[config.mk]
export PLATFORM = sky130hd
export DESIGN_NAME = gpio_port
export DESIGN_NICKNAME = d
export VERILOG_FILES = /design/src/pkg/gpio_port_pkg.sv /design/src/rtl/gpio_port.sv /design/src/rtl/gpio_pin_cell.sv
export SDC_FILE = /design/constraint.sdc
export NUM_CORES = 1
export LEC_CHECK = 0
export BUFFER_PORTS_ARGS = -buffer_cell sky130_fd_sc_hd__buf_4
export CAP_MARGIN = 20
export CORE_UTILIZATION = 37
export DETAILED_ROUTE_END_ITERATION = 16
export PLACE_DENSITY_LB_ADDON = 0.15
export SYNTH_ARGS = -nofsm -noshare
export SYNTH_HDL_FRONTEND = slang
export SYNTH_SLANG_ARGS = --single-unit
[constraint.sdc]
create_clock -name i_clk -period 1.8 [get_ports i_clk]
set_clock_uncertainty 0.1 [all_clocks]
set_input_delay 0 -clock i_clk [delete_from_list [all_inputs] [get_ports i_clk]]
set_output_delay 0 -clock i_clk [all_outputs]
set_load 0.01 [all_outputs]
[src/pkg/gpio_port_pkg.sv]
// Shared constants for the two-pin general-purpose port
package gpio_port_pkg;
  localparam int unsigned APB_ADDR_W = 12;
  localparam int unsigned APB_DATA_W = 32;
  localparam int unsigned PORT_W = 8;
  localparam logic [APB_ADDR_W-1:0] OFS_OUT_LATCH = 12'h000;
  localparam logic [APB_ADDR_W-1:0] OFS_DIRECTION = 12'h004;
  localparam logic [APB_ADDR_W-1:0] OFS_PULLUP_SELECT = 12'h008;
  localparam logic [APB_ADDR_W-1:0] OFS_STANDBY_CONTROL = 12'h00c;
  localparam int unsigned PIN_ONE_POS = 1;
  localparam int unsigned PIN_TWO_POS = 2;
  localparam logic [PORT_W-1:0] PIN_MASK = 8'h06;
  localparam logic [PORT_W-1:0] RST_OUT_LATCH = 8'h00;
  localparam logic [PORT_W-1:0] RST_DIRECTION = 8'h00;
  localparam logic [PORT_W-1:0] RST_PULLUP_SELECT = 8'h00;
  localparam logic RST_STANDBY_PIN_FLOAT = 1'b0;
  localparam int unsigned STBY_FLOAT_POS = 0;
  localparam int unsigned STBY_ACTIVE_POS = 1;
  localparam int unsigned STBY_FLOATING_POS = 2;
  localparam int unsigned APB_WAIT_CYCLES = 1;
  typedef enum logic [1:0] {
    APB_IDLE = 2'b00,
    APB_WAIT = 2'b01,
    APB_RESP = 2'b11
  } apb_state_type;
endpackage

[src/rtl/gpio_port.sv]
// Two-pin general-purpose port with pull-up and APB register access
//
// Register access over APB and the register offsets are this design's own decisions.
`timescale 1ns/1ps
module gpio_port #(
  parameter int unsigned DATA_W = gpio_port_pkg::APB_DATA_W,
  parameter int unsigned ADDR_W = gpio_port_pkg::APB_ADDR_W
) (
  input wire logic i_clk,
  input wire logic i_rst_b,
  input wire logic i_psel,
  input wire logic i_penable,
  input wire logic i_pwrite,
  input wire logic [ADDR_W-1:0] i_paddr,
  input wire logic [DATA_W-1:0] i_pwdata,
  input wire logic [DATA_W/8-1:0] i_pstrb,
  input wire logic i_rmw_read,
  input wire logic i_stop_mode,
  input wire logic i_watch_mode,
  input wire logic [gpio_port_pkg::PORT_W-1:0] i_pad_in,
  output logic o_pready,
  output logic o_pslverr,
  output logic [DATA_W-1:0] o_prdata,
  output logic [gpio_port_pkg::PORT_W-1:0] o_pad_out,
  output logic [gpio_port_pkg::PORT_W-1:0] o_pad_oe,
  output logic [gpio_port_pkg::PORT_W-1:0] o_pullup_en
);
  import gpio_port_pkg::*;

  // Elaboration-time refusal of bus widths the decode cannot serve
  generate
    if (DATA_W != APB_DATA_W) begin : g_bad_data_w
      $error("gpio_port supports a 32-bit data bus only");
    end
    if (ADDR_W != APB_ADDR_W) begin : g_bad_addr_w
      $error("gpio_port needs the package address width");
    end
  endgenerate

  // Register state
  logic [PORT_W-1:0] out_latch_ff;
  logic [PORT_W-1:0] direction_ff;
  logic [PORT_W-1:0] pullup_select_ff;
  logic standby_pin_float_ff;
  logic standby_active_ff;
  logic float_ff;

  // Bus handshake state
  apb_state_type apb_state_ff;
  apb_state_type nxt_apb_state;
  logic pready_ff;
  logic pslverr_ff;
  logic [DATA_W-1:0] prdata_ff;
  logic nxt_pslverr;
  logic [DATA_W-1:0] nxt_prdata;

  // Decoded access
  logic sel_out_latch;
  logic sel_direction;
  logic sel_pullup_select;
  logic sel_standby_control;
  logic addr_hit;
  logic wr_commit;
  logic lane0_en;

  // Per-pin cell results
  logic [PORT_W-1:0] cell_pad_out;
  logic [PORT_W-1:0] cell_pad_oe;
  logic [PORT_W-1:0] cell_pullup_en;
  logic [PORT_W-1:0] cell_level;
  logic [PORT_W-1:0] latch_view;

  // Address decode on word-aligned offsets
  always_comb begin
    sel_out_latch = (i_paddr == OFS_OUT_LATCH);
    sel_direction = (i_paddr == OFS_DIRECTION);
    sel_pullup_select = (i_paddr == OFS_PULLUP_SELECT);
    sel_standby_control = (i_paddr == OFS_STANDBY_CONTROL);
    addr_hit = sel_out_latch | sel_direction | sel_pullup_select | sel_standby_control;
  end

  // A write takes effect at the edge where the access completes
  always_comb begin
    wr_commit = i_psel & i_penable & pready_ff & i_pwrite & addr_hit;
    lane0_en = i_pstrb[0];
  end

  // Bus handshake: one wait state, answer registered
  always_comb begin
    nxt_apb_state = apb_state_ff;
    case (apb_state_ff)
      APB_IDLE: begin
        if (i_psel && !i_penable) begin
          nxt_apb_state = APB_WAIT;
        end
      end
      APB_WAIT: begin
        if (i_psel && i_penable) begin
          nxt_apb_state = APB_RESP;
        end else if (!i_psel) begin
          nxt_apb_state = APB_IDLE;
        end
      end
      APB_RESP: begin
        nxt_apb_state = APB_IDLE;
      end
      default: begin
        nxt_apb_state = APB_IDLE;
      end
    endcase
  end

  always_ff @(posedge i_clk) begin
    if (!i_rst_b) begin
      apb_state_ff <= APB_IDLE;
    end else begin
      apb_state_ff <= nxt_apb_state;
    end
  end

  always_ff @(posedge i_clk) begin
    if (!i_rst_b) begin
      pready_ff <= 1'b0;
    end else begin
      pready_ff <= (apb_state_ff == APB_WAIT) & i_psel & i_penable;
    end
  end

  // Latch view: output pins and RMW reads see the latch, others see the pad
  always_comb begin
    for (int b = 0; b < PORT_W; b++) begin
      if (direction_ff[b] || i_rmw_read) begin
        latch_view[b] = out_latch_ff[b];
      end else begin
        latch_view[b] = cell_level[b];
      end
    end
  end

  // Read data and error answer, prepared during the wait state
  always_comb begin
    nxt_prdata = '0;
    nxt_pslverr = 1'b0;
    if (!addr_hit) begin
      nxt_pslverr = 1'b1;
    end else if (!i_pwrite) begin
      if (sel_out_latch) begin
        nxt_prdata[PORT_W-1:0] = latch_view & PIN_MASK;
      end
      if (sel_direction) begin
        nxt_prdata[PORT_W-1:0] = direction_ff & PIN_MASK;
      end
      if (sel_pullup_select) begin
        nxt_prdata[PORT_W-1:0] = pullup_select_ff & PIN_MASK;
      end
      if (sel_standby_control) begin
        nxt_prdata[STBY_FLOAT_POS] = standby_pin_float_ff;
        nxt_prdata[STBY_ACTIVE_POS] = standby_active_ff;
        nxt_prdata[STBY_FLOATING_POS] = float_ff;
      end
    end
  end

  always_ff @(posedge i_clk) begin
    if (!i_rst_b) begin
      prdata_ff <= '0;
      pslverr_ff <= 1'b0;
    end else if ((apb_state_ff == APB_WAIT) && i_psel && i_penable) begin
      prdata_ff <= nxt_prdata;
      pslverr_ff <= nxt_pslverr;
    end else begin
      prdata_ff <= '0;
      pslverr_ff <= 1'b0;
    end
  end

  // Output latch: every write with byte lane 0 enabled is stored whatever the direction
  always_ff @(posedge i_clk) begin
    if (!i_rst_b) begin
      out_latch_ff <= RST_OUT_LATCH;
    end else if (wr_commit && sel_out_latch && lane0_en) begin
      out_latch_ff <= i_pwdata[PORT_W-1:0] & PIN_MASK;
    end
  end

  // Direction register, cleared at reset so all pins start as inputs
  always_ff @(posedge i_clk) begin
    if (!i_rst_b) begin
      direction_ff <= RST_DIRECTION;
    end else if (wr_commit && sel_direction && lane0_en) begin
      direction_ff <= i_pwdata[PORT_W-1:0] & PIN_MASK;
    end
  end

  // Pull-up select register
  always_ff @(posedge i_clk) begin
    if (!i_rst_b) begin
      pullup_select_ff <= RST_PULLUP_SELECT;
    end else if (wr_commit && sel_pullup_select && lane0_en) begin
      pullup_select_ff <= i_pwdata[PORT_W-1:0] & PIN_MASK;
    end
  end

  // Standby pin-float control bit
  always_ff @(posedge i_clk) begin
    if (!i_rst_b) begin
      standby_pin_float_ff <= RST_STANDBY_PIN_FLOAT;
    end else if (wr_commit && sel_standby_control && lane0_en) begin
      standby_pin_float_ff <= i_pwdata[STBY_FLOAT_POS];
    end
  end

  // Standby tracking: floating only with the float bit set
  always_ff @(posedge i_clk) begin
    if (!i_rst_b) begin
      standby_active_ff <= 1'b0;
      float_ff <= 1'b0;
    end else begin
      standby_active_ff <= i_stop_mode | i_watch_mode;
      float_ff <= (i_stop_mode | i_watch_mode) & standby_pin_float_ff;
    end
  end

  // Pin cells for implemented bits only
  generate
    for (genvar g = 0; g < PORT_W; g++) begin : g_pin
      if (PIN_MASK[g]) begin : g_used
        gpio_pin_cell u_cell (
          .i_clk(i_clk),
          .i_rst_b(i_rst_b),
          .i_latch(out_latch_ff[g]),
          .i_dir(direction_ff[g]),
          .i_pullup_sel(pullup_select_ff[g]),
          .i_float(float_ff),
          .i_pad_in(i_pad_in[g]),
          .o_pad_out(cell_pad_out[g]),
          .o_pad_oe(cell_pad_oe[g]),
          .o_pullup_en(cell_pullup_en[g]),
          .o_level(cell_level[g])
        );
      end else begin : g_unused
        assign cell_pad_out[g] = 1'b0;
        assign cell_pad_oe[g] = 1'b0;
        assign cell_pullup_en[g] = 1'b0;
        assign cell_level[g] = 1'b0;
      end
    end
  endgenerate

  // Outputs come from flip-flops in this module or in the pin cells; unimplemented pin bits are tied low
  assign o_pready = pready_ff;
  assign o_pslverr = pslverr_ff;
  assign o_prdata = prdata_ff;
  assign o_pad_out = cell_pad_out;
  assign o_pad_oe = cell_pad_oe;
  assign o_pullup_en = cell_pullup_en;
endmodule

[src/rtl/gpio_pin_cell.sv]
// One port pin: output drive, enable, pull-up and input gating
`timescale 1ns/1ps
module gpio_pin_cell (
  input wire logic i_clk,
  input wire logic i_rst_b,
  input wire logic i_latch,
  input wire logic i_dir,
  input wire logic i_pullup_sel,
  input wire logic i_float,
  input wire logic i_pad_in,
  output logic o_pad_out,
  output logic o_pad_oe,
  output logic o_pullup_en,
  output logic o_level
);
  logic nxt_oe;
  logic nxt_pullup;

  always_comb begin
    nxt_oe = i_dir & ~i_float;
    nxt_pullup = i_pullup_sel & ~(nxt_oe & ~i_latch);
  end

  always_ff @(posedge i_clk) begin
    if (!i_rst_b) begin
      o_pad_oe <= 1'b0;
      o_pad_out <= 1'b0;
      o_pullup_en <= 1'b0;
    end else begin
      o_pad_oe <= nxt_oe;
      o_pad_out <= nxt_oe & i_latch;
      o_pullup_en <= nxt_pullup;
    end
  end

  always_ff @(posedge i_clk) begin
    if (!i_rst_b) begin
      o_level <= 1'b0;
    end else begin
      o_level <= i_pad_in & ~i_float;
    end
  end
endmodule

==> results of run 1 <==
[worst max-delay path: stages]
cell           delay [ns]
dlygate4sd3_1        0.54
buf_4                0.18
nor2b_1              0.18
nand2_1              0.07
a21oi_1              0.10
dlygate4sd3_1        0.56
[cells in the final DEF (no fill, tap or decap), types with 3 or more instances in the layout]
master          n
a21oi_1         3
and2_1          5
and3_1          4
buf_4          36
clkbuf_8        3
conb_1         47
dfxtp_1        24
dlygate4sd3_1  15
inv_1           4
mux2i_1         8
nand2_1        14
nor2_1          9
nor3b_2         3
[power by group]
| part | leakage [nW] | internal (mW) | switching (mW) |
|---|---|---|---|
| clock | 0.0357 | 0.297 | 0.164 |
| sequential | 0.194 | 0.536 | 0.00176 |
| combinational | 0.631 | 0.0696 | 0.0894 |
| total | 0.861 | 0.903 | 0.255 |
[routing by layer]
metal	share of wire [%]	wire, um	up-vias	global-route usage [%]
met5	0	0	-	0
met4	1.1	27	0	5.233
met3	5.7	143	2	1.642
met2	52	1314	46	24.87
met1	41	1029	424	16.87
li1	-	-	483	-
[registers in the layout (all words and copies together) (netlist names), 2 cells and up]
name	cells
o_prdata	3
apb_state_ff	2
direction_ff	2
g_pin.g_used.u_cell.o_level	2
g_pin.g_used.u_cell.o_pad_oe	2
g_pin.g_used.u_cell.o_pad_out	2
g_pin.g_used.u_cell.o_pullup_en	2
out_latch_ff	2
pullup_select_ff	2
[worst min path at each step]
stage                                end  slack [ns]
floorplan                apb_state_ff[0]      -0.009
global placement         apb_state_ff[0]         0.1
detailed placement       apb_state_ff[0]        0.10
CTS                 standby_pin_float_ff        0.03
global route        standby_pin_float_ff        0.05
finish              standby_pin_float_ff        0.04
[area by class of cell]
| cell class | instances | area share, % |
|---|---|---|
| clock buffer | 3 | 2.432 |
| tap | 46 | 3.390 |
| multi-input combinational | 112 | 37.73 |
| timing repair buffer | 52 | 25.50 |
| sequential | 24 | 28.30 |
| inverter | 4 | 0.8843 |
| clock inverter | 1 | 1.769 |
[cell families after synthesis]
logic type	Yosys count	synth area share (%)
buf+inv	60	30.90
simple gates	47	23.25
flops	24	35.00
compound gates	10	4.741
mux	8	5.834
other cells	1	0.2732
[metrics by stage]
step           std cells  power [mW]  hold slack [ns]
2_1_floorplan        196      0.6991        -0.008923
3_3_place_gp         222      0.6779          0.09538
3_5_place_dp         222      0.6808           0.1012
4_1_cts              242       1.167          0.03340
5_1_grt              242       1.210          0.04548
6_report             242       1.158          0.03644
[timing repair]
item / in CTS / in global routing
endpoints found under the setup margin: 0 / 1
endpoints found under the hold margin: 17 / 0
gates resized for setup: 0 / 1
hold buffers: 16 / 0
==> flow_summary_export.csv, run 1 <==
group,metric,value,unit
timing,fin_crit,1.537,ns
logic_synthesis,synth_async_sr_flop_share,0,%
final_layout,design_area,0.001698,mm2
floorplanning,core-area,0.003442,mm2
hold_path,hp-class,"input port to flop",
critical_path,end_kind,"flop",
logic_synthesis,ys_types,28,
clock_tree,clock_latency,0.26,ns
grt,grt_max_degree,15,
grt,grt_pass1_wl,4.429,mm
placement,dp_hpwl,1.817,mm
logic_synthesis,synthTopCellsByArea,"dfxtp_1 (35%), buf_4 (29%), mux2i_1 (5.8%)",
power_and_ir_drop,ir_drop,295.6,uV
critical_path,r2r_slack,0.42,ns
grt,antenna_found_initial,0,
critical_path,path_max_fanout,12,
run,maxCapViolations,0,
timing,final_hold_viol_count,0,
routing,ant_nets,0,
logic_synthesis,syn_avg_cell_area,9.150,um2
logic_synthesis,ys.flop_type,"dfxtp_1",
routing,drtIter0Drc,24,
clock_tree,cts_tree,"built",
clock_tree,cts_buffers,3,
logic_synthesis,synth_top_area_share,35.00,%
hold_path,min_path_cells,5,
logic_synthesis,synthTopCellsByCount,"buf_4 (53), dfxtp_1 (24), nand2_1 (14)",
routing,dr.pass1.iters,4,
routing,vias_per_cell,3.946,
power_and_ir_drop,power_density,681.9,mW/mm2
floorplanning,die_y,62.91,um
timing,timing.fmax,650.7,MHz
placement,gp_congestion,0.8015,
clock_tree,cts.sinks,24,
final_layout,layout.area.seq,480.5,um2
final_layout,fill_cells,336,
final_layout,fin_nets,261,
critical_path,crit_start,"i_rst_b",
final_layout,drive_above_1_share,24.49,%
floorplanning,die_w,62.91,um
critical_path,r2r_cells,4,
logic_synthesis,yosysWarnings,0,
grt,grt_usage,13.95,%
floorplanning,start_util,39.88,%
critical_path,cp.required,1.90,ns
critical_path,critPathLaunchType,"input port",
floorplanning,io_pins,122,
timing,setup_violations,0,
grt,gr-total-overflow,0,
placement,preCtsSetupSlack,0.4297,ns
floorplanning,die-area,0.003957,mm2
clock_tree,clk_path_buf_depth,2,
critical_path,cp.arrival,1.64,ns
logic_synthesis,ys_seq_elements,24,
placement,placed_area,0.001464,mm2
logic_synthesis,syn_area,0.001373,mm2
clock_tree,cts_setup_buffers,0,
critical_path,endpoint,"apb_state_ff[0]",
timing,rsz0062_at_grt,"no",
timing,timing.final.crit_share,85.38,%
routing,drc_errors,0,
placement,port-buffer-count,36,
logic_synthesis,synth_edf_count,0,
timing,setup_tns,0,ns
outcome,status,"completed",
logic_synthesis,yosysTopAreaCell,"dfxtp_1",
critical_path,reg2reg_from,"o_pready",
logic_synthesis,syn_inst,150,
floorplanning,row_count,21,
critical_path,critPathKind,"input port to flop",
clock_tree,clkTransAtPathRegs,0.08,ns
final_layout,antenna_cells,0,
timing,layout_setup_ws,0.2632,ns
final_layout,area_growth,23.70,%
routing,routed-via-count,955,
routing,drt-total-wl,2.515,mm
hold_path,hold_start,"i_paddr[9]",
final_layout,multi_input_area,640.6,um2
logic_synthesis,yosysMostFrequentCell,"buf_4",
clock_tree,cts_root_buf,"clkbuf_8",
final_layout,fin_util,49.33,%
logic_synthesis,seq_area_frac_synth,35.00,%
clock_tree,h-tree-depth,1,
routing,wl_per_cell,10.39,um
power_and_ir_drop,leakagePower,0.8607,nW
grt,grt_pass1_vias,965,
critical_path,reg2reg_to,"out_latch_ff[2]",
timing,final_max_slew_viol_count,0,
(Power assumes the default switching activity.)
==> inputs of run 2 (changes only) <==
- CORE_UTILIZATION: 37 -> 34
- clock period: 1.8 -> 1.4 ns (I/O delays scaled with it)
==> flow_summary_export.csv, run 2 (synthesis gave the netlist of run 1 again) <==
group,metric,value,unit
outcome,status,"finished, violations left",
outcome,violations,"hold timing",
final_layout,drive_above_1_share,26.02,%
clock_tree,clock_latency,0.26,ns
grt,grt_max_degree,14,
routing,drc_errors,0,
hold_path,hp-class,"input port to flop",
power_and_ir_drop,power,1.353,mW
final_layout,area_growth,23.25,%
grt,antenna_found_initial,0,
timing,fin_crit,1.375,ns
routing,drt-total-wl,2.319,mm
final_layout,final_common_cell,"conb_1",
timing,rsz0062_at_grt,"yes",
clock_tree,cts_buffers,3,
floorplanning,die_y,65.54,um
placement,dp_hpwl,1.808,mm
timing,fin_hold_ws,-0.05647,ns
clock_tree,clk_path_buf_depth,2,
floorplanning,die_w,65.54,um
critical_path,end_kind,"flop",
clock_tree,cts.sinks,24,
final_layout,largest_reg_flops,3,
floorplanning,die-area,0.004295,mm2
routing,maxUsedRoutingLayer,"met4",
final_layout,multi_input_area,651.9,um2
final_layout,fill_cells,381,
clock_tree,cts_tree,"built",
final_layout,layout.area.seq,481.7,um2
floorplanning,core-area,0.003771,mm2
hold_path,min_path_cells,3,
timing,final_max_slew_viol_count,0,
final_layout,mostFrequentLayoutCells,"conb_1 (47), buf_4 (37), dfxtp_1 (23), dlygate4sd3_1 (15), nand2_1 (14)",
power_and_ir_drop,leakagePower,0.8585,nW
placement,gp_congestion,0.7558,
clock_tree,ctsHoldBuffers,16,
routing,routed-wl-met3,138,um
routing,routed-via-count,980,
power_and_ir_drop,ir_drop,334.3,uV
grt,gr-total-overflow,0,
clock_tree,cts_root_buf,"clkbuf_8",
routing,dr.pass1.iters,3,
timing,setup_violations,0,
routing,vias_per_cell,4.016,
critical_path,critPathKind,"flop to flop",
routing,drtIter0Drc,30,
placement,port-buffer-count,36,
clock_tree,h-tree-depth,1,
grt,grt_usage,11.93,%
timing,timing.final.crit_share,98.25,%
critical_path,reg2reg_from,"o_pready",
hold_path,hold_start,"i_rst_b",
grt,grt_pass1_vias,947,
timing,final_hold_viol_count,1,
critical_path,critPathLaunchType,"flop",
routing,route.met2.wl,1.180,mm
critical_path,path_max_fanout,5,
grt,grt_pass1_wl,3.884,mm
routing,ant_nets,0,
power_and_ir_drop,power_density,799.7,mW/mm2
critical_path,cp.required,1.45,ns
final_layout,fin_nets,261,
floorplanning,io_pins,122,
timing,timing.fmax,727.0,MHz
run,maxCapViolations,0,
floorplanning,start_util,36.40,%
final_layout,antenna_cells,0,
clock_tree,cts_setup_buffers,0,
floorplanning,row_count,22,
routing,wl_met1,966,um
clock_tree,clkTransAtPathRegs,0.08,ns
critical_path,cp.arrival,1.43,ns
critical_path,r2r_cells,4,
critical_path,crit_start,"o_pready",
routing,wl_per_cell,9.504,um
## run 2: changes by cell type in the layout (fill, tap and decap cells not counted), sizes merged
cell,before,now
buf,36,37
clkbuf,3,4
bufinv,1,0
dlymetal6s4s,1,0
## run 2: layer usage
layer | global-route usage (%) | up-vias
met5 | 0 | -
met4 | 6.522 | 0
met3 | 1.736 | 2
met2 | 22.55 | 46
met1 | 12.43 | 447
li1 | - | 485
## run 2: critical path, cell delays in order (launching register included)
cell and delay, ns:
dfxtp_2 0.34, and3_4 0.19, nand4_4 0.14, or3_4 0.38
mux2i_1 0.12
## run 2: layout make-up
class	count	share of cell area, %
tap	48	3.550
multi-input combinational	112	38.54
clock buffer	4	3.254
sequential	24	28.48
inverter	4	0.8876
timing repair buffer	52	25.30
## run 2: per-stage QoR
stage	TNS, ns	setup slack [ns]	cells	utilization (%)	area (um2)
global placement	0	0.01960	225	39.08	1474
floorplan	0	0.02029	196	-	1545
CTS	0	0.002835	245	44.92	1694
global route	-0.1110	-0.04895	244	44.86	1692
detailed placement	0	0.01337	225	39.08	1474
finish	0	0.02455	244	44.86	1692
## run 2: worst paths after layout
path                                         to  slack, ns
max reg2reg                     out_latch_ff[1]       0.02
max                             out_latch_ff[1]       0.02
min reg2reg  g_pin[2].g_used.u_cell.o_pullup_en       0.38
min                        standby_pin_float_ff      -0.06
## run 2: power by group
group          internal, mW  leakage (nW)  switching, mW  total, mW
Combinational        0.0909         0.635          0.113      0.204
Clock                 0.251        0.0288          0.207      0.457
Sequential            0.689         0.195        0.00223      0.691
Total                  1.03         0.858          0.322       1.35
## run 2: timing repair
item | 4_1_cts | 5_1_grt
pin swaps | 0 | 1
hold endpoints to repair | 17 | 1
endpoints found under the setup margin | 2 | 7
resized for setup | 1 | 2
==> inputs of run 3 (changes only) <==
- CORE_UTILIZATION: 34 -> 33
- SYNTH_HIERARCHICAL: not set -> 1
==> flow_summary_export.csv, run 3 <==
group,metric,value,unit
final_layout,final_common_cell,"conb_1",
timing,fin_crit,1.309,ns
floorplanning,start_util,35.40,%
critical_path,path_max_fanout,7,
final_layout,largest_reg_flops,3,
logic_synthesis,synth_async_sr_flop_share,0,%
routing,routed-via-count,1053,
placement,port-buffer-count,36,
floorplanning,core-area,0.003771,mm2
critical_path,end_kind,"flop",
timing,timing.final.crit_share,93.50,%
grt,grt_pass1_vias,961,
floorplanning,io_pins,122,
placement,gp_congestion,0.8101,
clock_tree,h-tree-depth,1,
placement,placed_area,0.001470,mm2
power_and_ir_drop,leakagePower,0.8143,nW
timing,final_hold_viol_count,0,
final_layout,mostFrequentLayoutCells,"conb_1 (47), buf_4 (39), dfxtp_1 (24), a21oi_1 (11)",
placement,dp_hpwl,2.083,mm
routing,drtIter0Drc,25,
hold_path,hp-class,"input port to flop",
floorplanning,die-area,0.004304,mm2
final_layout,multi_input_area,636.9,um2
final_layout,design_area,0.001657,mm2
critical_path,cp.arrival,1.36,ns
final_layout,drive_above_1_share,26.13,%
logic_synthesis,syn_avg_cell_area,8.841,um2
timing,setup_violations,0,
critical_path,reg2reg_to,"out_latch_ff[1]",
routing,drt-total-wl,2.740,mm
grt,antenna_found_initial,0,
routing,wl_per_cell,11.09,um
grt,grt_pass1_wl,4.188,mm
final_layout,antenna_cells,0,
outcome,status,"completed",
clock_tree,clkTransAtPathRegs,0.09,ns
floorplanning,die_y,65.61,um
logic_synthesis,synth_top_area_share,35.99,%
routing,drc_errors,0,
final_layout,fin_cells,247,
final_layout,fin_nets,264,
clock_tree,clk_path_buf_depth,2,
logic_synthesis,ys.flop_type,"dfxtp_1",
timing,rsz0062_at_grt,"no",
routing,vias_per_cell,4.263,
grt,gr-total-overflow,0,
logic_synthesis,ys_seq_elements,24,
logic_synthesis,synthTopCellsByCount,"buf_4 (47), dfxtp_1 (24), a21oi_1 (11)",
hold_path,min_to,"out_latch_ff[2]",
hold_path,min_path_cells,3,
clock_tree,cts_buffers,3,
timing,timing.fmax,763.9,MHz
final_layout,area_growth,24.09,%
timing,final_max_slew_viol_count,0,
logic_synthesis,syn_area,0.001335,mm2
power_and_ir_drop,power_density,901.5,mW/mm2
clock_tree,cts_root_buf,"clkbuf_8",
routing,ant_nets,0,
floorplanning,row_count,22,
logic_synthesis,ys_types,31,
logic_synthesis,yosysWarnings,6,
logic_synthesis,synthTopCellsByArea,"dfxtp_1 (36%), buf_4 (26%), a21oi_1 (4.1%)",
run,maxCapViolations,0,
final_layout,fin_util,43.93,%
critical_path,r2r_cells,5,
logic_synthesis,syn_inst,151,
timing,setup_tns,0,ns
critical_path,critPathKind,"flop to flop",
final_layout,fill_cells,380,
critical_path,reg2reg_from,"o_pready",
logic_synthesis,synth_edf_count,0,
power_and_ir_drop,ir_drop,590.6,uV
final_layout,layout.area.seq,480.5,um2
hold_path,hold_start,"i_paddr[3]",
power_and_ir_drop,power,1.493,mW
placement,place_inst,232,
clock_tree,cts.sinks,24,
logic_synthesis,yosysMostFrequentCell,"buf_4",
routing,dr.pass1.iters,4,
clock_tree,cts_tree,"built",
clock_tree,clock_latency,0.27,ns
grt,grt_max_degree,15,
critical_path,cp.required,1.45,ns
floorplanning,die_w,65.61,um
grt,grt_usage,12.70,%
logic_synthesis,yosysTopAreaCell,"dfxtp_1",
logic_synthesis,seq_area_frac_synth,35.99,%
critical_path,critPathLaunchType,"flop",
critical_path,r2r_slack,0.09,ns
==> run 3: routing by layer <==
metal | GRT usage [%] | share of wire (%) | up-vias
li1 | - | - | 517
met1 | 13.39 | 40 | 487
met2 | 24.36 | 52 | 47
met3 | 4.514 | 7.4 | 2
met4 | 1.630 | 0.22 | 0
met5 | 0 | 0 | -
==> run 3: repair_timing <==
item	CTS	global route
setup buffers	0	1
resized for setup	0	2
hold endpoints to repair	19	0
endpoints found under the setup margin	0	5
hold buffers	10	0
==> run 3: logic make-up after synthesis <==
logic type / count (synthesis) / synth area share [%]
AOI/OAI and AO/OA: 24 / 10.87
muxes: 2 / 1.500
and+or+nand+nor: 45 / 21.56
other: 1 / 0.2809
DFF: 24 / 35.99
buffers and inverters: 55 / 29.80
==> run 3: layout make-up <==
cell class	instances	share of cell area (%)
Clock inverter	1	1.813
Timing Repair Buffer	49	23.72
Multi-Input combinational cell	118	38.44
Inverter	4	0.9063
Tap cell	48	3.625
Sequential cell	24	29.00
Clock buffer	3	2.492
==> run 3: through the flow <==
step / setup WS [ns] / hold slack, ns
after detailed placement: -0.001155 / 0.1260
after CTS: 0.01302 / 0.01470
after global placement: -0.007008 / 0.1215
final: 0.09098 / 0.01154
after floorplan: 0.1355 / 0.008660
after global routing: 0.007565 / 0.03640
==> run 3: critical path: stages, from the launching register on <==
cell     delay [ns]
dfxtp_1        0.33
and3_1         0.19
nand4_1        0.10
buf_4          0.18
o31ai_1        0.20
a21oi_1        0.10
==> run 3: how the worst max path moves through the flow <==
stage	from	endpoint	slack, ns
6_report	o_pready	out_latch_ff[1]	0.09
4_1_cts	o_pready	out_latch_ff[1]	0.01
3_3_place_gp	i_paddr[7]	o_prdata[2]	-0.007
5_1_grt	o_pready	pullup_select_ff[2]	0.008
2_1_floorplan	o_pready	direction_ff[1]	0.14
3_5_place_dp	i_paddr[7]	o_prdata[1]	-0.001
==> run 3: power by group <==
part	switching [mW]	leakage [nW]	internal [mW]
clock	0.224	0.0357	0.382
sequential	0.00262	0.194	0.689
combinational	0.113	0.584	0.0827
total	0.339	0.814	1.15
